`config.mk`:
```
export PLATFORM = sky130hd
export DESIGN_NAME = tcd_dma
export DESIGN_NICKNAME = d
export VERILOG_FILES = /design/src/hw/tcd_pkg.sv /design/src/hw/tcd_dma.sv
export VERILOG_INCLUDE_DIRS = /design/src /design/src/hw
export SDC_FILE = /design/constraint.sdc
export NUM_CORES = 1
export LEC_CHECK = 0
export BUFFER_PORTS_ARGS = -buffer_cell sky130_fd_sc_hd__buf_2
export CAP_MARGIN = 20
export CORE_ASPECT_RATIO = 0.9
export CORE_UTILIZATION = 45
export CTS_BUF_LIST = sky130_fd_sc_hd__clkbuf_2 sky130_fd_sc_hd__clkbuf_4 sky130_fd_sc_hd__clkbuf_8
export DETAILED_ROUTE_END_ITERATION = 12
export MAX_ROUTING_LAYER = met4
export PLACE_DENSITY = 0.72
export SLEW_MARGIN = 20
export SYNTH_ARGS = -nofsm -noshare
export SYNTH_HDL_FRONTEND = slang
export SYNTH_SLANG_ARGS = --single-unit
```
`constraint.sdc`:
```
create_clock -name sys_clk -period 10.9 [get_ports sys_clk]
set_input_delay 0.545 -clock sys_clk [delete_from_list [all_inputs] [get_ports sys_clk]]
set_output_delay 0.545 -clock sys_clk [all_outputs]
set_load 0.005 [all_outputs]
```
`src/hw/tcd_cfg.svh`:
```
// Register offsets, field positions and timing counts of the tape unit
`ifndef TCD_CFG_SVH
`define TCD_CFG_SVH
// Register indices; byte address is four times the index
`define TCD_IDX_RD_START 8'h30
`define TCD_IDX_RD_COUNT 8'h31
`define TCD_IDX_RD_END 8'h32
`define TCD_IDX_WR_START 8'h34
`define TCD_IDX_WR_COUNT 8'h35
`define TCD_IDX_WR_END 8'h36
`define TCD_IDX_CMD 8'h38
`define TCD_IDX_IND 8'h39
`define TCD_IDX_IND_CLR 8'h3a
`define TCD_RST_PARAM 24'h000000
// Command register fields
`define TCD_CMD_OP_LSB 0
`define TCD_CMD_ADV_BIT 3
`define TCD_CMD_BIN_BIT 4
`define TCD_CMD_LOW_BIT 5
`define TCD_CMD_BUSY_BIT 8
`define TCD_CMD_ERR_BIT 9
// Indicator detail codes
`define TCD_IND_MARK 12'o0001
`define TCD_IND_EOT 12'o0002
`define TCD_IND_TPAR 12'o0040
`define TCD_IND_MPAR 12'o0100
`define TCD_IND_NRDY 12'o1000
`define TCD_IND_BUSY 12'o2000
`define TCD_IND_OVLD 12'o4000
// Tape mark character
`define TCD_MARK_CHAR 7'h0f
// Timing
`define TCD_CLK_HZ 10000000
`define TCD_RATE_LO_HZ 22500
`define TCD_RATE_HI_HZ 62500
`define TCD_ERASE_MILLIINCH 5000
`define TCD_SPEED_MILLIINCH_S 112500
`define TCD_EOR_BLANKS 2
`endif

```
`src/hw/tcd_pkg.sv`:
```
// Types of the tape control unit
package tcd_pkg;
  typedef enum logic [2:0] {
    TCD_OP_NONE = 3'h0,
    TCD_OP_READ = 3'h1,
    TCD_OP_WRITE = 3'h2,
    TCD_OP_MARK = 3'h3,
    TCD_OP_ERASE = 3'h4,
    TCD_OP_REWIND = 3'h5,
    TCD_OP_UNLOAD = 3'h6
  } tcd_op_type;
  typedef enum logic [3:0] {
    TCD_ST_IDLE = 4'h0,
    TCD_ST_READ = 4'h1,
    TCD_ST_FETCH = 4'h2,
    TCD_ST_WAIT = 4'h3,
    TCD_ST_CHAR = 4'h4,
    TCD_ST_BLANK = 4'h5,
    TCD_ST_LRC = 4'h6,
    TCD_ST_ERASE = 4'h7,
    TCD_ST_FINISH = 4'h8
  } tcd_state_type;
endpackage : tcd_pkg

```
`src/hw/tcd_dma.sv`:
```
// Seven-track tape control unit with character DMA
//
// Function
// - One read or one write at a time
// - Translated even parity, binary odd parity
// - Tape mark only as one-character record
// - Command writes single tape mark block
// - Skip-erase moves tape five inches
// - Check vertical parity; generate when writing
// - Longitudinal parity after two blanks
// - Longitudinal character never stored
// - Low or high density character rate
// - Load address and count on accept
// - Per character: access, increment, decrement
// - Stop storing at zero count or gap
// - Tape keeps moving until gap
// - Final address into end pointer
// - Advance option updates start pointer
// - Start pointer updated only without error
// - End pointer written even on error
// - Write ends at zero count or fault
// - Rewind; request while rewinding flags busy
// - Lockout rewind; requests flag not ready
// - Indicators at octal detail codes
// - Two channels, three parameter words each
//
// Implementation choice: the address-and-strobe port.
`timescale 1ns/1ps
`include "tcd_cfg.svh"
module tcd_dma
  import tcd_pkg::*;
#(
  parameter int ERASE_CYCLES = (`TCD_ERASE_MILLIINCH * (`TCD_CLK_HZ / 1000))
                               / (`TCD_SPEED_MILLIINCH_S / 1000)
)
(
  input wire logic sys_clk,
  input wire logic reset,
  input wire logic clk_en,
  input wire logic [7:0] reg_addr,
  input wire logic [23:0] reg_wdata,
  input wire logic reg_wr,
  input wire logic reg_rd,
  output logic [23:0] reg_rdata,
  output logic [23:0] mem_addr,
  output logic [5:0] mem_wdata,
  output logic mem_req,
  output logic mem_we,
  input wire logic [5:0] mem_rdata,
  input wire logic mem_rvalid,
  input wire logic mem_perr,
  input wire logic tape_strobe,
  input wire logic [6:0] tape_rdata,
  input wire logic tape_gap,
  input wire logic tape_eot,
  input wire logic tape_ready,
  input wire logic tape_rewinding,
  input wire logic tape_loaded,
  input wire logic tape_fault,
  output logic [6:0] tape_wdata,
  output logic tape_wstrobe,
  output logic tape_run,
  output logic tape_write,
  output logic tape_erase,
  output logic tape_rewind,
  output logic tape_unload,
  output logic tape_low_density
);
  // ----------------------------------------------------------------
  // Constants
  // ----------------------------------------------------------------
  localparam int PER_LO = `TCD_CLK_HZ / `TCD_RATE_LO_HZ;
  localparam int PER_HI = `TCD_CLK_HZ / `TCD_RATE_HI_HZ;
  localparam logic [8:0] PER_LO_C = PER_LO[8:0];
  localparam logic [8:0] PER_HI_C = PER_HI[8:0];
  localparam logic [23:0] ERASE_C = ERASE_CYCLES[23:0];
  localparam int NSYNC = 14;

  // ----------------------------------------------------------------
  // Pin synchronisers
  // ----------------------------------------------------------------
  logic [NSYNC-1:0] sync1_r;
  logic [NSYNC-1:0] sync2_r;
  logic strobe_d_r;
  wire [NSYNC-1:0] pins = {tape_strobe, tape_rdata, tape_gap, tape_eot,
                           tape_ready, tape_rewinding, tape_loaded,
                           tape_fault};
  wire s_strobe = sync2_r[13];
  wire [6:0] s_data = sync2_r[12:6];
  wire s_gap = sync2_r[5];
  wire s_eot = sync2_r[4];
  wire s_ready = sync2_r[3];
  wire s_rewinding = sync2_r[2];
  wire s_loaded = sync2_r[1];
  wire s_fault = sync2_r[0];
  wire char_in = s_strobe & ~strobe_d_r;

  // Two flops before any logic reads a pin
  always_ff @(posedge sys_clk or posedge reset)
    if (reset)
    begin
      sync1_r <= '0;
      sync2_r <= '0;
      strobe_d_r <= 1'b0;
    end
    else if (clk_en)
    begin
      sync1_r <= pins;
      sync2_r <= sync1_r;
      strobe_d_r <= s_strobe;
    end

  // ----------------------------------------------------------------
  // Registers and state
  // ----------------------------------------------------------------
  logic [23:0] rd_start_r, rd_count_r, rd_end_r;
  logic [23:0] wr_start_r, wr_count_r, wr_end_r;
  logic [11:0] ind_r, ind_hit_r;
  logic [23:0] addr_r, count_r, tmr_big_r;
  logic [8:0] tmr_r;
  logic [6:0] held_r, first_r, lrc_r, char_r;
  logic [1:0] chars_r, blank_r;
  logic adv_r, bin_r, low_r, wchan_r, err_r, lock_r, held_ok_r;
  logic fin_r;
  tcd_state_type state_r;
  tcd_op_type op_r;

  // ----------------------------------------------------------------
  // Decode
  // ----------------------------------------------------------------
  wire idle = (state_r == TCD_ST_IDLE);
  wire wr_cmd = reg_wr & (reg_addr == `TCD_IDX_CMD);
  wire wr_clr = reg_wr & (reg_addr == `TCD_IDX_IND_CLR);
  wire [2:0] cmd_op = reg_wdata[`TCD_CMD_OP_LSB +: 3];
  wire cmd_bad_busy = s_rewinding;
  wire cmd_bad_nrdy = lock_r | ~s_ready;
  wire accept = wr_cmd & idle & (cmd_op != 3'h0) & ~cmd_bad_busy
                & ~cmd_bad_nrdy;
  wire tick = (tmr_r == 9'h000);
  wire [8:0] period = low_r ? PER_LO_C : PER_HI_C;
  wire par_odd = bin_r;
  wire rd_par_bad = ((^s_data) != par_odd);
  wire [6:0] out_char = {(^char_r[5:0]) ^ par_odd, char_r[5:0]};
  wire [23:0] status = {14'h0000, err_r, ~idle, 2'b00, low_r, bin_r,
                        adv_r, op_r};

  // Read data answer, one cycle later; unmapped reads as zero
  always_ff @(posedge sys_clk or posedge reset)
    if (reset)
      reg_rdata <= '0;
    else if (clk_en)
    begin
      if (!reg_rd)
        reg_rdata <= '0;
      else
        case (reg_addr)
          `TCD_IDX_RD_START: reg_rdata <= rd_start_r;
          `TCD_IDX_RD_COUNT: reg_rdata <= rd_count_r;
          `TCD_IDX_RD_END: reg_rdata <= rd_end_r;
          `TCD_IDX_WR_START: reg_rdata <= wr_start_r;
          `TCD_IDX_WR_COUNT: reg_rdata <= wr_count_r;
          `TCD_IDX_WR_END: reg_rdata <= wr_end_r;
          `TCD_IDX_CMD: reg_rdata <= status;
          `TCD_IDX_IND: reg_rdata <= {12'h000, ind_r};
          default: reg_rdata <= '0;
        endcase
    end

  // ----------------------------------------------------------------
  // Parameter words of both channels
  // ----------------------------------------------------------------
  // Software writes start and count; hardware write-back at the end of a transfer
  always_ff @(posedge sys_clk or posedge reset)
    if (reset)
    begin
      rd_start_r <= `TCD_RST_PARAM;
      rd_count_r <= `TCD_RST_PARAM;
      rd_end_r <= `TCD_RST_PARAM;
      wr_start_r <= `TCD_RST_PARAM;
      wr_count_r <= `TCD_RST_PARAM;
      wr_end_r <= `TCD_RST_PARAM;
    end
    else if (clk_en)
    begin
      if (reg_wr && reg_addr == `TCD_IDX_RD_START)
        rd_start_r <= reg_wdata;
      if (reg_wr && reg_addr == `TCD_IDX_RD_COUNT)
        rd_count_r <= reg_wdata;
      if (reg_wr && reg_addr == `TCD_IDX_WR_START)
        wr_start_r <= reg_wdata;
      if (reg_wr && reg_addr == `TCD_IDX_WR_COUNT)
        wr_count_r <= reg_wdata;
      if (fin_r && !wchan_r)
      begin
        rd_end_r <= addr_r;
        if (adv_r && !err_r)
          rd_start_r <= addr_r;
      end
      if (fin_r && wchan_r)
      begin
        wr_end_r <= addr_r;
        if (adv_r && !err_r)
          wr_start_r <= addr_r;
      end
    end

  // ----------------------------------------------------------------
  // Indicators
  // ----------------------------------------------------------------
  // Sticky; a new event wins over a clear in the same cycle
  always_ff @(posedge sys_clk or posedge reset)
    if (reset)
      ind_r <= '0;
    else if (clk_en)
      ind_r <= (ind_r & ~(wr_clr ? reg_wdata[11:0] : 12'h000))
               | ind_hit_r | (s_eot ? `TCD_IND_EOT : 12'h000);

  // Lockout held until operator reloads
  always_ff @(posedge sys_clk or posedge reset)
    if (reset)
      lock_r <= 1'b0;
    else if (clk_en)
    begin
      if (accept && cmd_op == TCD_OP_UNLOAD)
        lock_r <= 1'b1;
      else if (s_loaded)
        lock_r <= 1'b0;
    end

  // ----------------------------------------------------------------
  // Transfer sequencer
  // ----------------------------------------------------------------
  always_ff @(posedge sys_clk or posedge reset)
    if (reset)
    begin
      state_r <= TCD_ST_IDLE;
      op_r <= TCD_OP_NONE;
      {adv_r, bin_r, low_r, wchan_r, err_r, held_ok_r, fin_r} <= '0;
      {addr_r, count_r, tmr_big_r} <= '0;
      {held_r, first_r, lrc_r, char_r} <= '0;
      {chars_r, blank_r, tmr_r} <= '0;
      ind_hit_r <= '0;
      {mem_addr, mem_wdata, mem_req, mem_we} <= '0;
      {tape_wdata, tape_wstrobe, tape_rewind, tape_unload} <= '0;
    end
    else if (clk_en)
    begin
      ind_hit_r <= '0;
      {mem_req, mem_we, tape_wstrobe, fin_r} <= '0;
      {tape_rewind, tape_unload} <= '0;
      // Reload one short so ticks fall exactly one period apart
      tmr_r <= tick ? period - 9'h001 : tmr_r - 9'h001;
      // Refused request on a busy or locked drive
      if (wr_cmd && cmd_bad_busy)
        ind_hit_r <= `TCD_IND_BUSY;
      else if (wr_cmd && cmd_bad_nrdy)
        ind_hit_r <= `TCD_IND_NRDY;
      // Echo or read-back parity check while tape moves
      if (state_r != TCD_ST_IDLE && char_in && rd_par_bad)
      begin
        ind_hit_r <= `TCD_IND_TPAR;
        err_r <= 1'b1;
      end
      case (state_r)
        TCD_ST_IDLE:
          if (accept)
          begin
            op_r <= tcd_op_type'(cmd_op);
            adv_r <= reg_wdata[`TCD_CMD_ADV_BIT];
            bin_r <= reg_wdata[`TCD_CMD_BIN_BIT];
            low_r <= reg_wdata[`TCD_CMD_LOW_BIT];
            {err_r, held_ok_r, chars_r, lrc_r} <= '0;
            tmr_r <= 9'h000;
            wchan_r <= (cmd_op != TCD_OP_READ);
            case (tcd_op_type'(cmd_op))
              TCD_OP_READ:
              begin
                addr_r <= rd_start_r;
                count_r <= rd_count_r;
                state_r <= TCD_ST_READ;
              end
              TCD_OP_WRITE:
              begin
                addr_r <= wr_start_r;
                count_r <= wr_count_r;
                state_r <= TCD_ST_FETCH;
              end
              TCD_OP_MARK:
              begin
                char_r <= `TCD_MARK_CHAR;
                count_r <= '0;
                addr_r <= wr_start_r;
                state_r <= TCD_ST_CHAR;
              end
              TCD_OP_ERASE:
              begin
                tmr_big_r <= ERASE_C;
                state_r <= TCD_ST_ERASE;
              end
              TCD_OP_REWIND:
                tape_rewind <= 1'b1;
              TCD_OP_UNLOAD:
              begin
                tape_rewind <= 1'b1;
                tape_unload <= 1'b1;
              end
              default: state_r <= TCD_ST_IDLE;
            endcase
          end
        TCD_ST_READ:
        begin
          if (char_in)
          begin
            // Store the held character; the newest may be the check
            if (held_ok_r && count_r != 24'h000000)
            begin
              mem_req <= 1'b1;
              mem_we <= 1'b1;
              mem_addr <= addr_r;
              mem_wdata <= held_r[5:0];
              addr_r <= addr_r + 24'h000001;
              count_r <= count_r - 24'h000001;
              if (addr_r == 24'hffffff)
                ind_hit_r <= `TCD_IND_OVLD;
            end
            held_r <= s_data;
            held_ok_r <= 1'b1;
            lrc_r <= lrc_r ^ s_data;
            if (chars_r == 2'd0)
              first_r <= s_data;
            if (chars_r != 2'd3)
              chars_r <= chars_r + 2'd1;
          end
          else if (s_gap && held_ok_r)
          begin
            // Gap: held character is the check and is dropped
            if (lrc_r != 7'h00)
            begin
              ind_hit_r <= `TCD_IND_TPAR;
              err_r <= 1'b1;
            end
            if (chars_r == 2'd2 && first_r == `TCD_MARK_CHAR)
              ind_hit_r <= `TCD_IND_MARK;
            state_r <= TCD_ST_FINISH;
          end
        end
        TCD_ST_FETCH:
          if (s_fault)
          begin
            err_r <= 1'b1;
            state_r <= TCD_ST_FINISH;
          end
          else if (count_r == 24'h000000)
          begin
            blank_r <= 2'(`TCD_EOR_BLANKS);
            state_r <= TCD_ST_BLANK;
          end
          else
          begin
            mem_req <= 1'b1;
            mem_addr <= addr_r;
            state_r <= TCD_ST_WAIT;
          end
        TCD_ST_WAIT:
          if (mem_rvalid)
          begin
            char_r <= {1'b0, mem_rdata};
            addr_r <= addr_r + 24'h000001;
            count_r <= count_r - 24'h000001;
            if (mem_perr)
            begin
              ind_hit_r <= `TCD_IND_MPAR;
              err_r <= 1'b1;
            end
            state_r <= TCD_ST_CHAR;
          end
        TCD_ST_CHAR:
          if (tick)
          begin
            tape_wdata <= out_char;
            tape_wstrobe <= 1'b1;
            lrc_r <= lrc_r ^ out_char;
            state_r <= TCD_ST_FETCH;
          end
        TCD_ST_BLANK:
          if (tick)
          begin
            blank_r <= blank_r - 2'd1;
            if (blank_r == 2'd1)
              state_r <= TCD_ST_LRC;
          end
        TCD_ST_LRC:
          if (tick)
          begin
            tape_wdata <= lrc_r;
            tape_wstrobe <= 1'b1;
            state_r <= TCD_ST_FINISH;
          end
        TCD_ST_ERASE:
        begin
          tmr_big_r <= tmr_big_r - 24'h000001;
          if (tmr_big_r == 24'h000001)
            state_r <= TCD_ST_IDLE;
        end
        TCD_ST_FINISH:
        begin
          fin_r <= (op_r != TCD_OP_MARK);
          state_r <= TCD_ST_IDLE;
        end
        default: state_r <= TCD_ST_IDLE;
      endcase
    end

  // ----------------------------------------------------------------
  // Drive controls
  // ----------------------------------------------------------------
  assign tape_run = ~idle & (state_r != TCD_ST_FINISH);
  assign tape_write = tape_run & wchan_r & (state_r != TCD_ST_ERASE);
  assign tape_erase = (state_r == TCD_ST_ERASE);
  assign tape_low_density = low_r;
endmodule : tcd_dma

```
==> out/results.ini <==
[status]
outcome=finished with violations
violations=design-rule violations

[placed_design]
port_buffers=128
place.gp.congestion=0.865
post-dp-hpwl_mm=34.8
placed_area_um2=20200

[routing]
finalWirelength_mm=54.7
drtIter0Drc=1588
antenna_left=0
wire_per_inst_um=21.5
drc=20
dr.pass1.iters=9
route.vias.total=15643
via_per_inst=6.16

[sta]
setup_tns_ps=0
slew_headroom_pct=24.5
fin_crit_sh_pct=33.0
clock_skew_ps=23.0
drv_slew=0
fin_crit_ps=3600
worstMarginPinSlew_ps=1130
hold_viol=0
setup_violations=0
rsz0062_at_grt=false
fmax_ghz=0.278

[clock_network]
clockBufferDepth=3
cts_root_buf=clkbuf_8
cts_hold_buf=0
htreeDepth=3
numCtsBuffers=67
post_cts_buffers=0
insertion_delay_ps=610
ctsResizeCount=0
cts.clk_slew.worst_paths_ps=60
cts_num_sinks=383
cts_tree=done

[yosys]
ys.warnings.count=0
yosysTopAreaCell=dfrtp_1
synth_area_leaders=dfrtp_1, mux2_2, nand2_1, mux2i_1, o21ai_0
synth.avg_cell_area_um2=10.3
ys_ff_latch=383
syn_area_um2=19200
yosysTopAreaCellShare_pct=50.0
synth_edf_count=0
synth_nets=1924
netlist-cell-type-count=90
ys.flop_type=dfrtp_1
syn_inst=1857
ys_async_sr_fraction_pct=100
ys_seq_area_share_pct=50.0

[die]
core-area_um2=41900
io_pins=129
die_h_um=198
fp-row-count=71
die-width_um=220
fp.dieArea_um2=43400
start_util_pct=45.7

[critical_path]
arrival_ps=4070
cp_slowest_cell=a211o_2
crit_type=reg -> reg
slowest_delay_ps=910
timing.reg2reg.setup_slack_ps=7300
reg2reg_from=state_r[0]
cp.required_ps=11370
path_cells=nor4b_2, nand2_1, o2111ai_1, a211o_2, nor4_1, a211o_1
r2r_end=addr_r[0]
endpoint_kind=register
reg2reg_depth=6
worstPathMaxFanout=59
cp-start-kind=register

[global_route]
grt_use_met1_pct=36.2
antenna_found_initial=1
met3_usage_pct=5.01
grt_pass1_vias=15021
grt-ovfl-total=0
gr-usage-met2_pct=39.2
grt_pass1_wl_mm=86.7
grtUsageTotal_pct=26.4
grt_max_degree=168
top_usage_layer=met2

[layout]
multi_input_area_um2=8950
final_util_pct=51.5
nets=2012
layout-drive-gt1-share_pct=24.7
fillers=3716
fin_area_um2=21600
seqCellArea_um2=9580
syn2layout_area_growth_pct=12.7

[pwr]
powerDensity_nw_per_um2=209
ir_worst_vdd_uv=126
power_leakage_nw=9.86

[hold_path]
hold_depth=2
hold_end=sync1_r[7]
hp-start=tape_rdata[1]
hp-class=in -> reg

[job]
max_cap_violations=0

==> synth_stat cells (all sizes together), types with 7 or more instances <==
cell,instances
o2bb2ai,11
nand4,19
or3,13
mux2,168
nor2,121
nor3,46
a222oi,28
nand2,240
nor4,16
mux2i,64
a21oi,91
a21o,18
o21ai,127
inv,21
a221oi,7
a22o,26
xnor2,21
a211oi,12
a31oi,45
xor2,11
ha,8
o31ai,7
clkbuf,102
nor3b,22
nand3b,9
buf,39
nand3,39
and3,16
dfrtp,383
o22a,22
nand2b,8
==> sequential cells by signal, indices dropped and copies added, names as in the netlist, 14 cells and up <==
| name | count |
|---|---|
| wr_end_r | 24 |
| mem_addr | 24 |
| addr_r | 24 |
| sync2_r | 14 |
| wr_count_r | 24 |
| sync1_r | 14 |
| rd_count_r | 24 |
| tmr_big_r | 24 |
| rd_start_r | 24 |
| count_r | 24 |
| wr_start_r | 24 |
| reg_rdata | 24 |
| rd_end_r | 24 |
==> area by class of cell <==
cell class                      count  share of cell area, %
Sequential cell                   383                   44.4
Timing Repair Buffer              160                   4.15
Tap cell                          547                   3.17
Multi-Input combinational cell   1312                   41.4
Clock inverter                      8                  0.324
Antenna cell                        4                 0.0463
Inverter                           21                  0.382
Clock buffer                      106                   6.17
==> worst max-delay path by stage <==
stage                      startpoint             end  slack [ps]  depth (start not counted)
after floorplan                 reset       addr_r[0]        5210                          1
after global placement    reg_addr[6]  rd_count_r[21]        7040                          8
after detailed placement  reg_addr[6]  rd_count_r[10]        6910                          8
after CTS                  state_r[0]       addr_r[0]        7400                          6
after global routing       count_r[0]       addr_r[0]        7130                          8
final                      state_r[0]       addr_r[0]        7300                          6
==> per-stage QoR <==
stage                     worst slack (ps)  std cells  hold WS, ps  power, mW
after floorplan                       5210       1857          448       2.78
after CTS                             7400       2537          144       4.52
after global placement                7040       2423          461       3.07
after detailed placement              6910       2423          465       3.12
final                                 7300       2541          183       4.51
after global routing                  7130       2538          154       4.75
==> cell usage in the layout, fill, tap and decap left out, types with 5 or more instances in the layout <==
cell       count
ha_1           8
nand2_1      239
inv_1         19
clkbuf_8      86
nor4_1        12
a2bb2oi_1      5
buf_2        128
clkinv_2       5
or3_1         11
nor3_2         5
o2bb2ai_1     11
a21boi_0       6
a211oi_1      11
dfrtp_1      383
xnor2_1       21
a31oi_1       45
o22a_1        22
xor2_1        11
a22oi_1        6
mux2i_1       64
nand3_1       38
or4_1          5
and3_1        15
nand3b_1       9
buf_4         30
o21ai_0      126
nor3_1        39
o31ai_1        7
mux2_2       168
a22o_1        26
a221oi_1       7
nand2b_1       6
a21o_1        18
nand4_1       17
nor2_1       119
nor3b_1       18
clkbuf_4      20
a222oi_1      28
a21oi_1       91
==> worst max-delay path: cells and delay by family, from the launching register on <==
family,cells,cell delay (ps)
AO/OA/AOI/OAI,3,1470
AND/OR/NAND/NOR,3,1130
flip-flops,1,820
==> metal layers <==
| layer | up-vias | share of wire [%] |
|---|---|---|
| met3 | 108 | 7.9 |
| met4 | 0 | 2.7 |
| li1 | 6962 | - |
| met1 | 7909 | 43 |
| met5 | - | 0 |
| met2 | 664 | 46 |
==> where the power goes <==
part	leakage [nW]	switching, mW	internal (mW)
Sequential	5.09	0.313	1.68
Clock	0.744	0.590	0.796
Combinational	4.02	0.658	0.477
==> cell families after synthesis <==
| kind of cell | count (synthesis) | share of synthesized area, % |
|---|---|---|
| mux | 232 | 13.2 |
| compound gates | 451 | 15.7 |
| simple gates | 587 | 15.2 |
| fa+ha+maj | 8 | 0.522 |
| buf+inv | 162 | 3.70 |
| xor+xnor | 34 | 1.70 |
| flops | 383 | 50.0 |
Note: power is estimated with default switching activity, not from simulation.
